### src/cswc_pkg.sv
// Function
// - Each area's width bit: 0 gives a 16-bit data bus, 1 gives 8 bits.
// - Wait codes 0000-0111 give that many waits; 1111 gives one plus external.
// - Waveform field must be 00 (ROM/RAM); other codes are forbidden.
// - Area enable gates its strobe; area 2 resets enabled, area 3 disabled.
// - Area-2 space bit: 0 covers the whole 4-Gbyte space, 1 its own space. At 0 the code leaves out accesses that an enabled area 3 matches.
// - Read recovery: 00 two dummy cycles, 01 one, 10 none, 11 forbidden.
// - Area-2 width bit takes the boot width pin level at reset.
`default_nettype none

package cswc_pkg;

    // ****************************************************************
    // Register map
    // ****************************************************************
    localparam logic [31:0] CTRL_ADDR = 32'hffff_e484;
    localparam logic [31:0] STAT_ADDR = 32'hffff_e4c0;

    // ****************************************************************
    // Field layout; area 3 repeats area 2 one half-word higher
    // ****************************************************************
    localparam int AREA_STRIDE = 16;
    localparam int F_WAIT_LSB = 0;
    localparam int F_WIDTH = 4;
    localparam int F_WAVE_LSB = 6;
    localparam int F_RECOV_LSB = 8;
    localparam int F_SPACE = 10;
    localparam int F_ENABLE = 11;

    localparam logic [31:0] CTRL_WMASK = 32'h0bdf_0fdf;
    localparam logic [31:0] CTRL_RESET = 32'h0005_0805;

    // ****************************************************************
    // Status bits
    // ****************************************************************
    localparam int S_ILLEGAL_LSB = 0;
    localparam int S_STRAP_DONE = 2;
    localparam int S_STRAP_LEVEL = 3;

    // ****************************************************************
    // Code points
    // ****************************************************************
    localparam logic [3:0] WAIT_EXTENDED = 4'hf;
    localparam logic [2:0] WAIT_EXT_BASE = 3'h1;
    localparam logic [1:0] WAVE_ROM_RAM = 2'h0;
    localparam logic [1:0] RECOV_TWO = 2'h0;
    localparam logic [1:0] RECOV_ONE = 2'h1;
    localparam logic [1:0] RECOV_NONE = 2'h2;
    localparam logic [2:0] WAIT_RESET_CYCLES = 3'h5;
    localparam logic [1:0] RECOV_RESET_CYCLES = 2'h2;

    localparam logic [1:0] HTRANS_NONSEQ = 2'h2;
    localparam logic HRESP_OKAY = 1'b0;

endpackage

`default_nettype wire

### src/cswc_top.sv
`default_nettype none

module cswc_top
(
    input wire logic hclk,
    input wire logic hresetn,
    input wire logic hsel,
    input wire logic [31:0] haddr,
    input wire logic [1:0] htrans,
    input wire logic hwrite,
    input wire logic [2:0] hsize,
    input wire logic [31:0] hwdata,
    input wire logic hready,
    output logic hreadyout,
    output logic hresp,
    output logic [31:0] hrdata,
    input wire logic boot_width_pin,
    input wire logic ext_access,
    input wire logic area2_match,
    input wire logic area3_match,
    output logic area2_select_strobe_n,
    output logic area3_select_strobe_n,
    output logic [1:0] area_bus_8bit,
    output logic [1:0][2:0] area_wait_cycles,
    output logic [1:0] area_ext_wait,
    output logic [1:0][1:0] area_recovery_cycles,
    output logic area2_space_select
);
    import cswc_pkg::*;

    // ****************************************************************
    // Bus slave: address phase decode
    // ****************************************************************
    logic [31:0] ctrl_q;
    logic [31:0] ctrl_d;
    logic wr_pend_q;
    logic rd_data_q;
    logic [31:0] hrdata_q;
    logic strap_done_q;
    logic strap_level_q;
    logic [1:0] illegal_q;
    logic cs2_q;
    logic cs3_q;
    logic [1:0] bus8_q;
    logic [1:0][2:0] waitc_q;
    logic [1:0] extw_q;
    logic [1:0][1:0] recov_q;
    logic space_q;

    wire logic taken;
    wire logic hit_ctrl;
    wire logic hit_stat;
    wire logic wr_take;
    wire logic rd_take;
    wire logic [31:0] stat_word;
    wire logic [31:0] rd_mux;
    wire logic [1:0] illegal_w;
    wire logic [1:0][2:0] waitc_w;
    wire logic [1:0] extw_w;
    wire logic [1:0][1:0] recov_w;
    wire logic en2;
    wire logic en3;
    wire logic cs2_w;
    wire logic cs3_w;

    function automatic logic [31:0] field_word(input logic [31:0] w, input int area);
        field_word = w >> (area * AREA_STRIDE);
    endfunction

    assign taken = hsel & htrans[1] & hready;
    assign hit_ctrl = (haddr == CTRL_ADDR);
    assign hit_stat = (haddr == STAT_ADDR);
    assign wr_take = taken & hwrite & hit_ctrl;
    assign rd_take = taken & ~hwrite;

    // The write lands one cycle after its address phase, so a read that
    // follows back to back must see the incoming value, hence ctrl_d.
    assign ctrl_d = wr_pend_q ? (hwdata & CTRL_WMASK) : ctrl_q;

    assign stat_word = {28'h0, strap_level_q, strap_done_q, illegal_q};
    // Unmapped addresses read zero and writes to them are dropped.
    assign rd_mux = hit_ctrl ? ctrl_d : (hit_stat ? stat_word : 32'h0);

    assign hreadyout = 1'b1;
    assign hresp = HRESP_OKAY;
    assign hrdata = hrdata_q;

    // ****************************************************************
    // Control register
    // ****************************************************************
    always_ff @(posedge hclk or negedge hresetn)
    begin
        if (!hresetn)
            wr_pend_q <= 1'b0;
        else
            wr_pend_q <= wr_take;
    end

    always_ff @(posedge hclk or negedge hresetn)
    begin
        if (!hresetn)
            rd_data_q <= 1'b0;
        else
            rd_data_q <= rd_take;
    end

    always_ff @(posedge hclk or negedge hresetn)
    begin
        if (!hresetn)
            hrdata_q <= 32'h0;
        else if (rd_take)
            hrdata_q <= rd_mux;
    end

    // The width strap is sampled on the first edge after reset release;
    // no bus write can land that early, so the strap never loses a race.
    always_ff @(posedge hclk or negedge hresetn)
    begin
        if (!hresetn)
            ctrl_q <= CTRL_RESET;
        else if (!strap_done_q)
            ctrl_q[F_WIDTH] <= boot_width_pin;
        else
            ctrl_q <= ctrl_d;
    end

    always_ff @(posedge hclk or negedge hresetn)
    begin
        if (!hresetn)
            strap_done_q <= 1'b0;
        else
            strap_done_q <= 1'b1;
    end

    always_ff @(posedge hclk or negedge hresetn)
    begin
        if (!hresetn)
            strap_level_q <= 1'b0;
        else if (!strap_done_q)
            strap_level_q <= boot_width_pin;
    end

    // ****************************************************************
    // Per-area decode
    // ****************************************************************
    for (genvar i = 0; i < 2; i++)
    begin : g_area
        wire logic [31:0] fw;
        assign fw = field_word(ctrl_q, i);
        cswc_area_decode u_dec (
            .wait_code(fw[F_WAIT_LSB +: 4]),
            .waveform(fw[F_WAVE_LSB +: 2]),
            .recovery(fw[F_RECOV_LSB +: 2]),
            .wait_cycles(waitc_w[i]),
            .ext_wait(extw_w[i]),
            .recovery_cycles(recov_w[i]),
            .illegal(illegal_w[i])
        );

        always_ff @(posedge hclk or negedge hresetn)
        begin
            if (!hresetn)
            begin
                bus8_q[i] <= 1'b0;
                waitc_q[i] <= WAIT_RESET_CYCLES;
                extw_q[i] <= 1'b0;
                recov_q[i] <= RECOV_RESET_CYCLES;
                illegal_q[i] <= 1'b0;
            end
            else
            begin
                bus8_q[i] <= fw[F_WIDTH];
                waitc_q[i] <= waitc_w[i];
                extw_q[i] <= extw_w[i];
                recov_q[i] <= recov_w[i];
                illegal_q[i] <= illegal_w[i];
            end
        end
    end

    // ****************************************************************
    // Chip-select strobes
    // ****************************************************************
    assign en2 = ctrl_q[F_ENABLE];
    assign en3 = ctrl_q[AREA_STRIDE + F_ENABLE];
    // In whole-space mode area 2 catches every access that area 3 leaves.
    assign cs3_w = ext_access & en3 & area3_match;
    assign cs2_w = ext_access & en2 &
                   (ctrl_q[F_SPACE] ? area2_match : ~cs3_w);

    always_ff @(posedge hclk or negedge hresetn)
    begin
        if (!hresetn)
        begin
            cs2_q <= 1'b0;
            cs3_q <= 1'b0;
            space_q <= 1'b0;
        end
        else
        begin
            cs2_q <= cs2_w;
            cs3_q <= cs3_w;
            space_q <= ctrl_q[F_SPACE];
        end
    end

    assign area2_select_strobe_n = ~cs2_q;
    assign area3_select_strobe_n = ~cs3_q;
    assign area_bus_8bit = bus8_q;
    assign area_wait_cycles = waitc_q;
    assign area_ext_wait = extw_q;
    assign area_recovery_cycles = recov_q;
    assign area2_space_select = space_q;
endmodule

`default_nettype wire

### src/cswc_area_decode.sv
`default_nettype none

module cswc_area_decode
    import cswc_pkg::*;
(
    input wire logic [3:0] wait_code,
    input wire logic [1:0] waveform,
    input wire logic [1:0] recovery,
    output logic [2:0] wait_cycles,
    output logic ext_wait,
    output logic [1:0] recovery_cycles,
    output logic illegal
);

    wire logic wait_fixed;
    wire logic wait_ext;
    wire logic recov_bad;

    assign wait_fixed = ~wait_code[3];
    assign wait_ext = (wait_code == WAIT_EXTENDED);

    // A forbidden wait code falls back to zero waits; it is flagged below.
    assign wait_cycles = wait_fixed ? wait_code[2:0] :
                         (wait_ext ? WAIT_EXT_BASE : 3'h0);
    assign ext_wait = wait_ext;

    // Code 11 keeps the longest recovery, so a bad setting errs on safety.
    assign recovery_cycles = (recovery == RECOV_ONE) ? 2'h1 :
                             (recovery == RECOV_NONE) ? 2'h0 : 2'h2;
    assign recov_bad = (recovery == 2'h3);

    assign illegal = (~wait_fixed & ~wait_ext) | recov_bad
                   | (waveform != WAVE_ROM_RAM);

endmodule

`default_nettype wire

### config.mk
export PLATFORM = sky130hd
export DESIGN_NAME = cswc_top
export DESIGN_NICKNAME = d
export VERILOG_FILES = /design/src/cswc_pkg.sv /design/src/cswc_top.sv /design/src/cswc_area_decode.sv
export SDC_FILE = /design/constraint.sdc
export NUM_CORES = 1
export LEC_CHECK = 0
export BUFFER_PORTS_ARGS = -buffer_cell sky130_fd_sc_hd__buf_4
export CAP_MARGIN = 20
export CORE_MARGIN = 5
export CORE_UTILIZATION = 49
export CTS_CLUSTER_SIZE = 40
export DETAILED_ROUTE_END_ITERATION = 10
export PLACE_DENSITY = 0.79
export RECOVER_POWER = 100
export SLEW_MARGIN = 20
export SYNTH_ARGS = -nofsm -noshare
export SYNTH_HDL_FRONTEND = slang
export SYNTH_SLANG_ARGS = --single-unit
export TNS_END_PERCENT = 5
### constraint.sdc
create_clock -name hclk -period 1.9 [get_ports hclk]
set_input_delay 0.19 -clock hclk [delete_from_list [all_inputs] [get_ports hclk]]
set_output_delay 0.19 -clock hclk [all_outputs]
set_load 0.01 [all_outputs]
==> impl_metrics.csv <==
group,metric,value,unit
clock_network,post_cts_buffers,0,
clock_network,cts_buffers,9,
placed_design,dp.cells,499,
clock_network,clock-root-buffer,"clkbuf_8",
final_layout,final_cells,516,
sta,worst_slack,270,ps
final_layout,layout-drive-gt1-share,0.283,
power,vdd_drop_max,468,µV
global_routing,grt_antenna_before_repair,0,
global_routing,grt_pass1_vias,2826,
worst_setup_path,start_kind,"input port",
worst_setup_path,crit_type,"in -> reg",
synthesis,synth-main-ff-cell,"dfrtp_1",
synthesis,syn_area_per_cell,12.0,µm²
final_layout,fill_cells,636,
synthesis,synth_cell_types,31,
worst_setup_path,crit_slowest_cell,"or4b_1",
power,power_density,811,nW/µm²
worst_setup_path,r2r_end,"hrdata[23]",
worst_setup_path,worstRegToRegCells,3,
clock_network,clock_path_buffers,2,
final_layout,layout_commonest_cell,"dfrtp_1",
sta,min_period_over_period,0.858,
final_layout,nets,494,
power,p_leak,2.02,nW
synthesis,synthCells,295,
die,dieHeight,94.9,µm
synthesis,yosysWarningCount,0,
worst_setup_path,critPathRequiredTime,2130,ps
placed_design,port_buffers,111,
sta,max_freq,613,MHz
hold_path,hold_path_class,"in -> reg",
sta,post-route-min-period,1630,ps
worst_setup_path,critPathArrivalTime,1860,ps
hold_path,worstHoldEndpoint,"ctrl_q[10]",
worst_setup_path,crit_start,"haddr[3]",
drt,ant_nets,0,
final_layout,multi_input_area,1200,µm²
sta,max-slew-margin-rel,0.430,
die,core-area,7140,µm²
placed_design,dp_hpwl,5.73,mm
sta,rsz0062_at_grt,"false",
clock_network,cts_resized,0,
global_routing,globalRouteTotalUtil,0.189,
sta,tns,0,ps
die,die-area,9010,µm²
sta,hold_viol_final,0,
drt,wl,8.03,mm
worst_setup_path,slowest_delay,570,ps
global_routing,grt_pass1_wl,13.1,mm
synthesis,syn_area,3530,µm²
die,die_w,94.9,µm
final_layout,synthToLayoutAreaGrowth,28.4,%
final_layout,mostFrequentLayoutCells,"dfrtp_1, buf_4, clkbuf_1, nand2_1",
sta,fin_skew,12.1,ps
worst_setup_path,cp-end-kind,"register",
drt,met3_wirelength,595,µm
die,start_util,0.495,
drt,route.detailed.drc,0,
worst_setup_path,timing.rr.start,"wr_pend_q",
worst_setup_path,crit_path_cell_trace,"clkbuf_4 -> or4b_1 -> nor4b_2 -> nand4_4 -> buf_12 -> o31ai_1",
clock_network,cts_tree,"yes",
clock_network,clk_pin_slew,90,ps
final_layout,seq_area,2170,µm²
synthesis,ys_seq_elements,86,
sta,whs,91.5,ps
global_routing,grt_remaining_overflow,0,
clock_network,cts_hold_buf,1,
hold_path,hold_depth,2,
drt,drt-initial-drc-count,98,
drt,vias,2601,
clock_network,htreeDepth,3,
synthesis,synth-edff-count,0,
outcome,status,"finished clean",
drt,routed-wl-met2,4.02,mm
placed_design,post-place-ws,48.3,ps
drt,routedWlPerCell,15.6,µm
final_layout,diodes,0,
die,io_pins,129,
synthesis,synth-seq-area-share,0.613,
drt,viasPerCell,5.04,
worst_setup_path,cp_max_fo,28,
worst_setup_path,rrSetupSlack,350,ps
drt,dr.pass1.iters,4,
hold_path,hp-start,"hwdata[10]",
job,cap_violations,0,
sta,worstMarginPinSlew,856,ps
clock_network,clock_sinks,86,
sta,drv_slew,0,
drt,top_layer,"met4",
drt,m1WireLength,3.26,mm
sta,setup_viol,0,
clock_network,clk_latency,340,ps
global_routing,grt_start_max_net_pins,39,
die,core.rowCount,31,
synthesis,async_flop_share,1.00,
placed_design,gp_congestion,0.790,
[registers in the layout, indices dropped and copies added, names as in the netlist]
name                  count
area2_space_select        1
area_bus_8bit             2
area_ext_wait             2
area_recovery_cycles      4
area_wait_cycles          6
cs2_q                     1
cs3_q                     1
ctrl_q                   32
hrdata                   32
illegal_q                 2
strap_done_q              1
strap_level_q             1
wr_pend_q                 1
[synth_stat cells, types with 3 or more instances]
cell	n	area, µm²
o31ai_1	12	90.1
o21ai_0	12	60.1
a21oi_1	16	80.1
dfstp_2	11	289
nor2b_1	6	37.5
nand4_1	4	25.0
mux2_2	21	236
dfrtp_1	75	1880
clkbuf_1	11	41.3
o31ai_2	3	37.5
ha_1	4	50.1
nand2_1	39	146
nand4b_1	3	26.3
nor2_1	10	37.5
o21ai_1	8	40.0
mux2i_1	21	210
inv_1	18	67.6
[worst max-delay path by stage]
stage,to,slack [ps],cells past startpoint
2_1_floorplan,hrdata[28],240,5
3_3_place_gp,hrdata[12],130,6
3_5_place_dp,hrdata[15],50,6
4_1_cts,hrdata[14],360,6
5_1_grt,hrdata[15],190,6
6_report,hrdata[14],270,6
[report_power, final]
group	switching, mW	internal [mW]
clock	0.623	0.872
combinational	0.126	0.140
sequential	0.0302	1.89
[per-layer routing]
| layer | track usage | vias up |
|---|---|---|
| li1 | - | 1241 |
| met1 | 0.223 | 1260 |
| met5 | 0 | - |
| met3 | 0.0470 | 14 |
| met2 | 0.328 | 86 |
| met4 | 0.0793 | 0 |
[per-stage QoR]
stage | total power, mW | utilization | cell area (µm²)
finish | 3.68 | 0.636 | 4540
detailed placement | 2.25 | 0.631 | 4500
global route | 3.83 | 0.636 | 4540
floorplan | 2.04 | - | 3540
CTS | 3.74 | 0.666 | 4750
global placement | 2.23 | 0.631 | 4500
[kinds of logic after synthesis]
logic type                 count (synthesis)  synth area share
AOI/OAI and AO/OA                         53            0.0914
muxes                                     42             0.126
buffers and inverters                     34            0.0428
and+or+nand+nor                           74             0.110
other                                      2           0.00213
DFF                                       86             0.613
adders and majority gates                  4            0.0142
[layout make-up]
class,count,area share
clock buffers,10,0.0281
flip-flops and latches,86,0.478
multi-input cells,176,0.264
inverters,18,0.0149
clock inverters,6,0.0243
well taps,99,0.0273
repair buffers,121,0.164
[critical path, delay by kind of cell]
family	cells	cell delay, ps
AOI/OAI and AO/OA	1	230
and+or+nand+nor	3	1140
buffers and inverters	2	300
(Power assumes the default switching activity.)
